===== src/icst_pkg.sv =====
// Package for the input capture unit: register offsets, field positions,
// reset values and mode encodings.
// Assumes a single 40 MHz clock domain and the plain register port.
package icst_pkg;

  localparam int unsigned CLK_MHZ = 40;

  // Register offsets.
  localparam logic [3:0] OFS_CTRL1 = 4'h0;
  localparam logic [3:0] OFS_CTRL2 = 4'h1;
  localparam logic [3:0] OFS_FIFO = 4'h2;
  localparam logic [3:0] OFS_STATUS = 4'h3;
  localparam logic [3:0] OFS_IRQ_STAT = 4'h4;
  localparam logic [3:0] OFS_IRQ_MASK = 4'h5;
  localparam logic [3:0] OFS_COUNT = 4'h6;
  localparam logic [3:0] OFS_SYNC_SRC = 4'h7;

  // First control register fields.
  localparam int unsigned C1_EN_BIT = 0;
  localparam int unsigned C1_CLKSEL_LSB = 1;
  localparam int unsigned C1_EDGE_LSB = 4;
  localparam int unsigned C1_CASCADE_BIT = 6;

  // Second control register fields.
  localparam int unsigned C2_SYNC_LSB = 0;
  localparam int unsigned C2_TRIGGER_STATUS_BIT_BIT = 6;
  localparam int unsigned C2_TRIGMODE_BIT = 7;

  // Interrupt status bits.
  localparam int unsigned IRQ_CAPTURE_BIT = 0;
  localparam int unsigned IRQ_OVERFLOW_BIT = 1;

  localparam logic [15:0] CTRL1_RESET = 16'h0000;
  localparam logic [15:0] CTRL2_RESET = 16'h0000;
  localparam logic [1:0] IRQ_MASK_RESET = 2'h0;
  localparam logic [15:0] COUNT_RESET = 16'h0000;
  localparam logic [15:0] COUNT_MAX = 16'hFFFF;

  localparam int unsigned FIFO_DEPTH = 4;
  localparam int unsigned NUM_CLK_SRC = 6;
  localparam int unsigned NUM_SYNC_SRC = 30;
  localparam logic [4:0] SYNC_NONE = 5'h00;

  // Edge modes for the capture input.
  localparam logic [1:0] EDGE_RISE = 2'h0;
  localparam logic [1:0] EDGE_FALL = 2'h1;
  localparam logic [1:0] EDGE_BOTH = 2'h2;

  typedef enum logic [1:0] {
    ICST_FREE,
    ICST_SYNC,
    ICST_TRIG,
    ICST_SOFT
  } icst_mode_e;

endpackage : icst_pkg


===== src/icst_capture.sv =====
// Input capture unit with its own 16-bit counter, four-entry capture FIFO,
// sync/trigger mode control, cascade support and sticky interrupts.
// Assumes a single 40 MHz clock; clock sources and sync sources arrive as
// asynchronous levels and are synchronised here.
//
// Implementation choices: the register offsets and the address-and-strobe port.
`timescale 1ns/1ps
// Function
// - Free-run counter counts up and wraps
// - Capture event stores current counter value
// - FIFO holds four captured values
// - Sync mode captures, sync event clears counter
// - Trigger mode holds counter until sync event
// - Sync field zero, trigger bit clear: free-run
// - Non-zero sync field selects sync/trigger source
// - Trigger bit picks trigger versus synchronous
// - Zero field, trigger bit: software trigger status
// - Up to thirty selectable sync sources
// - Two units cascade into 32-bit capture
// - Six selectable clock sources per unit
// - Free-run period follows selected clock source
module icst_capture (
  // Clock and reset
  input wire logic clk_in,
  input wire logic srst_in,
  // Register port
  input wire logic [3:0] addr_in,
  input wire logic [15:0] wdata_in,
  input wire logic wr_in,
  input wire logic rd_in,
  output logic [15:0] rdata_out,
  // Capture pin and sources
  input wire logic capture_input_pin_in,
  input wire logic [5:0] clk_src_in,
  input wire logic [29:0] sync_src_in,
  // Cascade link to the adjacent unit, and the capture pulse
  input wire logic cascade_carry_in,
  output logic carry_out,
  output logic capture_pulse_out,
  // Interrupt
  output logic irq_out
);

  logic [15:0] ctrl1_reg;
  logic [15:0] ctrl2_reg;
  logic [15:0] capture_counter;
  logic [15:0] fifo_mem_reg [0:3];
  logic [1:0] wr_ptr_reg;
  logic [1:0] rd_ptr_reg;
  logic [2:0] fill_reg;
  logic [1:0] irq_stat_reg;
  logic [1:0] irq_mask_reg;
  logic pin_level;
  logic pin_prev_reg;
  logic [5:0] clk_level;
  logic [29:0] sync_level;
  logic clk_prev_reg;
  logic sync_prev_reg;
  logic running_reg;
  logic tick;
  logic sync_evt;
  logic cap_evt;
  logic fifo_pop;
  logic fifo_push;
  logic sync_sel_lvl;
  logic clk_sel_lvl;
  logic cap_take;

  icst_pkg::icst_mode_e mode;
  logic [4:0] sync_sel;
  logic [2:0] clk_sel;
  logic [1:0] edge_sel;
  logic enable;
  logic cascade;

  assign sync_sel = ctrl2_reg[icst_pkg::C2_SYNC_LSB +: 5];
  assign clk_sel = ctrl1_reg[icst_pkg::C1_CLKSEL_LSB +: 3];
  assign edge_sel = ctrl1_reg[icst_pkg::C1_EDGE_LSB +: 2];
  assign enable = ctrl1_reg[icst_pkg::C1_EN_BIT];
  assign cascade = ctrl1_reg[icst_pkg::C1_CASCADE_BIT];

  // Mode decode from the sync field and the trigger-mode bit.
  assign mode = (sync_sel == icst_pkg::SYNC_NONE) ?
    (ctrl2_reg[icst_pkg::C2_TRIGMODE_BIT] ? icst_pkg::ICST_SOFT : icst_pkg::ICST_FREE) :
    (ctrl2_reg[icst_pkg::C2_TRIGMODE_BIT] ? icst_pkg::ICST_TRIG : icst_pkg::ICST_SYNC);

  // Capture pin, clock sources and sync sources all come from outside.
  icst_pin_sync icst_pin_sync_i (
    .clk_in(clk_in),
    .srst_in(srst_in),
    .async_in(capture_input_pin_in),
    .level_out(pin_level)
  );

  genvar gi;
  generate
    for (gi = 0; gi < 6; gi++)
    begin : g_clk
      icst_pin_sync icst_pin_sync_i (
        .clk_in(clk_in),
        .srst_in(srst_in),
        .async_in(clk_src_in[gi]),
        .level_out(clk_level[gi])
      );
    end
    for (gi = 0; gi < 30; gi++)
    begin : g_sync
      icst_pin_sync icst_pin_sync_i (
        .clk_in(clk_in),
        .srst_in(srst_in),
        .async_in(sync_src_in[gi]),
        .level_out(sync_level[gi])
      );
    end
  endgenerate

  // Source 0 of the clock select is the system clock itself; 1..6 pick an input.
  assign clk_sel_lvl = (clk_sel != 3'h0 && clk_sel <= 3'h6) ? clk_level[clk_sel - 3'h1] : 1'b0;

  assign sync_sel_lvl = (sync_sel != icst_pkg::SYNC_NONE && sync_sel <= 5'h1E) ?
    sync_level[sync_sel - 5'h01] : 1'b0;

  always_ff @(posedge clk_in)
  begin
    if (srst_in)
    begin
      clk_prev_reg <= 1'b0;
      sync_prev_reg <= 1'b0;
      pin_prev_reg <= 1'b0;
    end
    else
    begin
      clk_prev_reg <= clk_sel_lvl;
      sync_prev_reg <= sync_sel_lvl;
      pin_prev_reg <= pin_level;
    end
  end

  // In cascade mode the upper unit counts on the lower unit's carry.
  assign tick = enable && (cascade ? cascade_carry_in :
                ((clk_sel == 3'h0) ? 1'b1 : (clk_sel_lvl && !clk_prev_reg)));
  assign sync_evt = sync_sel_lvl && !sync_prev_reg;

  always_comb
  begin
    case (edge_sel)
      icst_pkg::EDGE_RISE: cap_evt = pin_level && !pin_prev_reg;
      icst_pkg::EDGE_FALL: cap_evt = !pin_level && pin_prev_reg;
      icst_pkg::EDGE_BOTH: cap_evt = pin_level != pin_prev_reg;
      default: cap_evt = 1'b0;
    endcase
  end

  // Trigger and software-trigger modes gate the counter with the trigger status.
  always_ff @(posedge clk_in)
  begin
    if (srst_in)
    begin
      running_reg <= 1'b0;
    end
    else
    begin
      running_reg <= ctrl2_reg[icst_pkg::C2_TRIGGER_STATUS_BIT_BIT];
    end
  end

  always_ff @(posedge clk_in)
  begin
    if (srst_in)
    begin
      capture_counter <= icst_pkg::COUNT_RESET;
      carry_out <= 1'b0;
    end
    else
    begin
      carry_out <= 1'b0;
      case (mode)
        icst_pkg::ICST_FREE:
        begin
          if (tick)
          begin
            capture_counter <= capture_counter + 16'h0001;
            carry_out <= (capture_counter == icst_pkg::COUNT_MAX);
          end
        end
        icst_pkg::ICST_SYNC:
        begin
          if (sync_evt)
          begin
            capture_counter <= icst_pkg::COUNT_RESET;
          end
          else if (tick)
          begin
            capture_counter <= capture_counter + 16'h0001;
            carry_out <= (capture_counter == icst_pkg::COUNT_MAX);
          end
        end
        icst_pkg::ICST_TRIG, icst_pkg::ICST_SOFT:
        begin
          if (running_reg && tick)
          begin
            capture_counter <= capture_counter + 16'h0001;
            carry_out <= (capture_counter == icst_pkg::COUNT_MAX);
          end
        end
        default: capture_counter <= capture_counter;
      endcase
    end
  end

  // Trigger modes take no captures until the trigger status is set, so no stale value is buffered.
  assign cap_take = enable && cap_evt && (mode == icst_pkg::ICST_FREE || mode == icst_pkg::ICST_SYNC ||
    ctrl2_reg[icst_pkg::C2_TRIGGER_STATUS_BIT_BIT]);
  assign fifo_push = cap_take && (fill_reg != 3'(icst_pkg::FIFO_DEPTH));
  assign fifo_pop = rd_in && (addr_in == icst_pkg::OFS_FIFO) && (fill_reg != 3'h0);

  always_ff @(posedge clk_in)
  begin
    if (srst_in)
    begin
      capture_pulse_out <= 1'b0;
    end
    else
    begin
      capture_pulse_out <= cap_take;
    end
  end

  always_ff @(posedge clk_in)
  begin
    if (fifo_push)
    begin
      fifo_mem_reg[wr_ptr_reg] <= capture_counter;
    end
  end

  always_ff @(posedge clk_in)
  begin
    if (srst_in)
    begin
      wr_ptr_reg <= 2'h0;
      rd_ptr_reg <= 2'h0;
      fill_reg <= 3'h0;
    end
    else
    begin
      if (fifo_push)
      begin
        wr_ptr_reg <= wr_ptr_reg + 2'h1;
      end
      if (fifo_pop)
      begin
        rd_ptr_reg <= rd_ptr_reg + 2'h1;
      end
      fill_reg <= fill_reg + {2'h0, fifo_push} - {2'h0, fifo_pop};
    end
  end

  always_ff @(posedge clk_in)
  begin
    if (srst_in)
    begin
      ctrl1_reg <= icst_pkg::CTRL1_RESET;
    end
    else if (wr_in && addr_in == icst_pkg::OFS_CTRL1)
    begin
      ctrl1_reg <= wdata_in;
    end
  end

  // A sync event in trigger mode sets the trigger status; software may also set or clear it.
  always_ff @(posedge clk_in)
  begin
    if (srst_in)
    begin
      ctrl2_reg <= icst_pkg::CTRL2_RESET;
    end
    else
    begin
      if (wr_in && addr_in == icst_pkg::OFS_CTRL2)
      begin
        ctrl2_reg <= wdata_in;
      end
      if (mode == icst_pkg::ICST_TRIG && sync_evt)
      begin
        ctrl2_reg[icst_pkg::C2_TRIGGER_STATUS_BIT_BIT] <= 1'b1;
      end
    end
  end

  // Sticky flags: a new event in the clearing cycle keeps its bit set.
  always_ff @(posedge clk_in)
  begin
    if (srst_in)
    begin
      irq_stat_reg <= 2'h0;
    end
    else
    begin
      if (wr_in && addr_in == icst_pkg::OFS_IRQ_STAT)
      begin
        irq_stat_reg <= irq_stat_reg & ~wdata_in[1:0];
      end
      if (fifo_push)
      begin
        irq_stat_reg[icst_pkg::IRQ_CAPTURE_BIT] <= 1'b1;
      end
      if (cap_take && !fifo_push)
      begin
        irq_stat_reg[icst_pkg::IRQ_OVERFLOW_BIT] <= 1'b1;
      end
    end
  end

  always_ff @(posedge clk_in)
  begin
    if (srst_in)
    begin
      irq_mask_reg <= icst_pkg::IRQ_MASK_RESET;
    end
    else if (wr_in && addr_in == icst_pkg::OFS_IRQ_MASK)
    begin
      irq_mask_reg <= wdata_in[1:0];
    end
  end

  always_ff @(posedge clk_in)
  begin
    if (srst_in)
    begin
      irq_out <= 1'b0;
    end
    else
    begin
      irq_out <= |(irq_stat_reg & irq_mask_reg);
    end
  end

  // Reading the FIFO when empty returns zero and pops nothing.
  always_ff @(posedge clk_in)
  begin
    if (srst_in)
    begin
      rdata_out <= 16'h0000;
    end
    else if (rd_in)
    begin
      case (addr_in)
        icst_pkg::OFS_CTRL1: rdata_out <= ctrl1_reg;
        icst_pkg::OFS_CTRL2: rdata_out <= ctrl2_reg;
        icst_pkg::OFS_FIFO: rdata_out <= (fill_reg != 3'h0) ? fifo_mem_reg[rd_ptr_reg] : 16'h0000;
        icst_pkg::OFS_STATUS: rdata_out <= {11'h000, mode, fill_reg};
        icst_pkg::OFS_IRQ_STAT: rdata_out <= {14'h0000, irq_stat_reg};
        icst_pkg::OFS_IRQ_MASK: rdata_out <= {14'h0000, irq_mask_reg};
        icst_pkg::OFS_COUNT: rdata_out <= capture_counter;
        default: rdata_out <= 16'h0000;
      endcase
    end
    else
    begin
      rdata_out <= 16'h0000;
    end
  end

endmodule : icst_capture


===== src/icst_pin_sync.sv =====
// Three-stage synchroniser for one asynchronous level input.
// Assumes clk_in is the only clock; the output changes once stages two and three agree.
`timescale 1ns/1ps
module icst_pin_sync (
  // Clock and reset
  input wire logic clk_in,
  input wire logic srst_in,
  // Level in and out
  input wire logic async_in,
  output logic level_out
);

  logic s1_reg;
  logic s2_reg;
  logic s3_reg;

  always_ff @(posedge clk_in)
  begin
    if (srst_in)
    begin
      s1_reg <= 1'b0;
      s2_reg <= 1'b0;
      s3_reg <= 1'b0;
      level_out <= 1'b0;
    end
    else
    begin
      s1_reg <= async_in;
      s2_reg <= s1_reg;
      s3_reg <= s2_reg;
      if (s2_reg == s3_reg)
      begin
        level_out <= s3_reg;
      end
    end
  end

endmodule : icst_pin_sync


===== config.mk =====
export PLATFORM = sky130hd
export DESIGN_NAME = icst_capture
export DESIGN_NICKNAME = d
export VERILOG_FILES = /design/src/icst_pkg.sv /design/src/icst_capture.sv /design/src/icst_pin_sync.sv
export SDC_FILE = /design/constraint.sdc
export NUM_CORES = 1
export LEC_CHECK = 0
export ABC_CLOCK_PERIOD_IN_PS = 8850
export BUFFER_PORTS_ARGS = -buffer_cell sky130_fd_sc_hd__buf_2
export CAP_MARGIN = 20
export CORE_MARGIN = 3
export CORE_UTILIZATION = 50
export CTS_CLUSTER_DIAMETER = 120
export DETAILED_ROUTE_END_ITERATION = 10
export HOLD_SLACK_MARGIN = 0.05
export PLACE_DENSITY_LB_ADDON = 0.25
export SKIP_LAST_GASP = 1
export SLEW_MARGIN = 20
export SYNTH_ARGS = -nofsm -noshare
export SYNTH_HDL_FRONTEND = slang
export SYNTH_SLANG_ARGS = --single-unit

===== constraint.sdc =====
create_clock -name clk_in -period 8.85 [get_ports clk_in]
set_input_delay 0.885 -clock clk_in [delete_from_list [all_inputs] [get_ports clk_in]]
set_output_delay 0.885 -clock clk_in [all_outputs]
set_load 0.01 [all_outputs]

# Word-level counts from Yosys, hierarchy flattened
# Memory sizes are Yosys's and may differ from the RTL's. A register that Yosys moved wholly into a read port is not among the register bits.
# Cells that the tools add are included.
# totals
word_cells	305
n_memories	1
regBits	230
mem_bits_rw	64
output_inout_bits	19
# op_classes
eq_ne	52
magnitude_cmp	4
n_addsub	7
n_reduce_logical	40
n_bitwise	4
muxes	31
# mem_list
name	depth	word_bits	rd	rd_ports_with_merged_regs	write_ports	line_no	text
fifo_mem_reg	4	16	1	1	1	icst_capture.sv:47	logic [15:0] fifo_mem_reg [0:3];
# op_table
cell	n
$pmux 16 s7	1
$mux 16	4
$pmux 16 s3	1
$eq 1x1->1	37
$logic_and 1x1->1	19
$add 16x1->16 const B	1
$eq 16x16->1 const B	1
$mux 1	14
$eq 4x3->1 const B	3
$mux 2	6
$eq 4x2->1 const B	2
$mux 7	1
$eq 2x2->1 const B	3
$lt 5x6->1 const B	1
$pmux 1 s3	2
$reduce_bool 2->1	3
$reduce_bool 3->1	2
$reduce_or 2->1	3
$bmux 1 s5	1
$le 5x5->1 const B	1
$logic_not 1->1	5
$logic_not 5->1	1
$reduce_bool 5->1	1
$sub 5x1->5 const B	1
19 further kinds	24

# Longest topological paths before layout
# depth
ltp_word	11
depth_mapped	14

# Hierarchy
# A second synthesis with hierarchy kept.
# hier_totals
cells_unflattened	949
hier_area_um2	10754.1
# by_module_without_submodules
mod	area_per_inst_um2	cells_each	n_inst
icst_capture	6587.6	579	1
icst_pin_sync	112.6	10	37

# Least setup slack after synthesis
# No wires, ideal clock.
# synth_timing
kind	register -> register
startpoint	register ctrl2_reg[0]
endpoint	register capture_counter[15]
setup_time_ns	0.067
n_path_buf	3
arrival_ns	3.243
synth_period_minus_slack_ns	3.310
slack_ns	5.540
path_stages_with_launch	14
path_cell_list	dfxtp_1 buf_2 inv_1 ha_1 clkbuf_1 mux4_2 mux2_2 o31ai_2 nand4b_4 o22ai_4 a2111o_1 buf_6 or3_1 o21ai_2
# synth_via
elab_chain_cells	7
elab_cells_between_ends	18
# synth_lines
item	line_no	text
start, declared	icst_capture.sv:45	logic [15:0] ctrl2_reg;
start signal, assigned	icst_capture.sv:276	ctrl2_reg <= icst_pkg::CTRL2_RESET;
start signal, assigned	icst_capture.sv:282	ctrl2_reg <= wdata_in;
$sub 5x1->5	icst_capture.sv:121	sync_level[sync_sel - 5'h01] : 1'b0;
$bmux 1 s5	icst_capture.sv:121	
$mux 1 (implied by the code)	icst_capture.sv:121	
$mux 1	icst_capture.sv:120	assign sync_sel_lvl = (sync_sel != icst_pkg::SYNC_NONE && sync_sel <= 5'h1E) ?
$logic_and 1x1->1	icst_capture.sv:142	assign sync_evt = sync_sel_lvl && !sync_prev_reg;
$mux 16	icst_capture.sv:188	if (sync_evt)
$pmux 16 s3	icst_capture.sv:177	case (mode)
end signal, assigned	icst_capture.sv:182	capture_counter <= capture_counter + 16'h0001;
end signal, assigned	icst_capture.sv:190	capture_counter <= icst_pkg::COUNT_RESET;
end signal, assigned	icst_capture.sv:194	capture_counter <= capture_counter + 16'h0001;
end, declared	icst_capture.sv:46	logic [15:0] capture_counter;
# Several ways; a longest one is shown, not always the timed one. The select of a mux whose other input is x is not followed.
# A chain may end at the register's enable or synchronous reset.

# Worst setup path in the final report
# layout_timing
startpoint	register ctrl2_reg[0]
endpoint	register capture_counter[3]
# Same word-level chain as after synthesis.

==> run metrics <==
final global-route overflow total=0; routed vias/inst=5.411; Longest Clk Path Bufs=3; initial antenna violation count=1; Final Setup Violations=0; Placer Congestion=0.7990; minimum clock period=3.747 ns; Mapped Nets=1074; synthesized area per cell=11.01 µm²; Final nets=1141; highest clock rate=266.9 MHz; Worst Setup End Kind=flip-flop; DP Wirelength=14410 µm; worst slew pin tran=1.079 ns; status=completed; share of layout cells above drive strength 1=16.05%; post-cts resize count=0; warnings from Yosys=0; top cell type's share of synthesized area=42.47%; number of top-level pins=81; Mapped Cells=993; Layout Cells excl Fill=1359; Vias=7354; worst r2r src=ctrl2_reg[0]; most common cell in the netlist=dfxtp_1; leading post-synthesis cells by cell area=dfxtp_1 42%, edfxtp_1 18%, nor2b_1 6.7%; root buffer cell=clkbuf_16; Main synth FF type=dfxtp_1; crit path launch type=flip-flop; CP required=9.26 ns; max reg flops=64; R2R Path End=capture_counter[3]; number of global-route vias before repair=6802; FFs w/ async S/R, synth=0%; worst hold stages=1; pin count of the biggest net entering global routing=125; hold_ws=0.4298 ns; DRT Pass-1 Iters=5; Pwr Total=2.693 mW; postcts setup bufs=0; DR WL/cell=16.47 µm; RSZ-0062 raised after global routing=no; final core utilization=58.97%; CTS Buf Count=30; R2R setup slack=5.10 ns; Setup Skew=0.01094 ns; CTS hold repair buffers=0; diodes inserted=0; Critical Path AT=4.16 ns; GRT Util Overall=18.49%; total of max-cap violations=0; clock-pin slew on the worst setup and hold paths=0.06 ns; worst-path maximum fanout=13; static leakage=4.552 nW; Tcrit/Tclk final=42.34%; placed cells=1302; Routed Antenna Nets=0; Clock Latency Late Sink=0.54 ns; FILL cells=1776; drc violations=0; H-tree levels=1; 1st-iter DRT viols=626; Worst Hold End=g_clk[3].icst_pin_sync_i.s2_reg; sequential cell area fraction in the yosys report=60.04%; HP Start=g_clk[3].icst_pin_sync_i.s1_reg; Die W=153.9 µm; Post-synth EDFFs=64; Die Y-Extent=153.9 µm; cell area power density=214.6 nW/µm²; Core Footprint=21290 µm²; Yosys cell types=60; FF+latch count, synth=296; row count=53; Final TNS setup=0 ns; first-pass GRT wire length=35620 µm; Starting Density=51.38%; Final Hold Viols=0; WS Path Type=reg2reg; Synth top cells by count=232 x dfxtp_1, 139 x nand2_1, 117 x nor2b_1, 91 x a21oi_1, 64 x edfxtp_1; HP Class=reg2reg; Worst Reg2Reg Path Length in Cells=9; Sink Count=296; Max VDD drop=0.0001409 V; fin. max-slew vios=0; WL final=22380 µm; area delta synth->final=14.77%; biggest area consumer among synthesized cells=dfxtp_1; die area=23680 µm²; IO Port Bufs=80; worst rel slew slack=27.51%; CTS tree=yes; Post-Syn Area=10940 µm²
## critical path, stage by stage, from the launching register on
cell	delay, ns
dfxtp_1	0.77
inv_1	0.15
ha_1	0.54
mux4_1	0.38
mux2_2	0.29
o31ai_2	0.17
nand4b_4	0.20
o22ai_4	0.11
a2111o_1	0.58
o311ai_0	0.42
## per-layer routing
metal | GRT usage, % | share of wire [%] | up-vias
li1 | - | - | 3597
met1 | 27.67 | 46 | 3481
met2 | 28.24 | 44 | 235
met3 | 3.180 | 7.1 | 41
met4 | 4.542 | 2.2 | 0
met5 | 0 | 0 | -
## kinds of logic after synthesis
group / Yosys count / synth area share (%)
adder cells (fa/ha/maj): 19 / 2.242
buffers and inverters: 76 / 2.791
multiplexers: 37 / 6.235
AO/OA/AOI/OAI: 194 / 11.04
XOR/XNOR: 11 / 0.8809
flip-flops: 296 / 60.04
AND/OR/NAND/NOR: 360 / 16.77
## how the worst max path moves through the flow
stage / to / slack, ns / startpoint
3_5_place_dp: capture_counter[11] / 5.08 / ctrl2_reg[0]
6_report: capture_counter[3] / 5.10 / ctrl2_reg[0]
3_3_place_gp: fill_reg[1] / 5.23 / addr_in[3]
4_1_cts: capture_counter[11] / 5.06 / ctrl2_reg[0]
2_1_floorplan: capture_counter[15] / 5.54 / ctrl2_reg[0]
5_1_grt: capture_counter[11] / 4.81 / ctrl2_reg[0]
## placed cells by master, fill, tap and decap left out, types with 8 or more instances in the layout
cell / netlist / layout
a22oi_1: 8 / 8
dfxtp_1: 232 / 232
buf_2: 4 / 79
nand2_1: 139 / 139
and3_1: 8 / 8
o21ai_0: 45 / 45
nand3_1: 21 / 21
clkbuf_16: 0 / 31
mux4_2: 22 / 22
nor3_1: 9 / 9
ha_1: 18 / 18
clkinv_2: 0 / 9
edfxtp_1: 64 / 64
nor2_1: 32 / 32
mux2i_1: 10 / 10
nor2b_1: 117 / 117
inv_1: 26 / 26
a222oi_1: 12 / 12
a21oi_1: 91 / 91
## per-stage QoR
| stage | setup slack (ns) | instance area, µm² |
|---|---|---|
| finish | 5.103 | 12550 |
| global route | 4.810 | 12550 |
| CTS | 5.065 | 12540 |
| detailed placement | 5.083 | 11570 |
| global placement | 5.228 | 11560 |
| floorplan | 5.540 | 10940 |
## power by group
group	internal [mW]	switching [mW]	total, mW	leakage [nW]
logic	0.0333	0.0458	0.0791	1.54
clock network	0.694	0.514	1.21	0.472
registers	1.40	0.0102	1.41	2.54
## cell type report
class                   instances  area, µm²  area share, %
flip-flops and latches        296       6566          52.31
multi-input cells             621       4125          32.86
clock buffers                  36      824.5          6.569
repair buffers                 85      454.2          3.618
well taps                     275      344.1          2.741
clock inverters                20      140.1          1.116
inverters                      26      97.59         0.7775
Note: power is estimated with default switching activity, not from simulation.
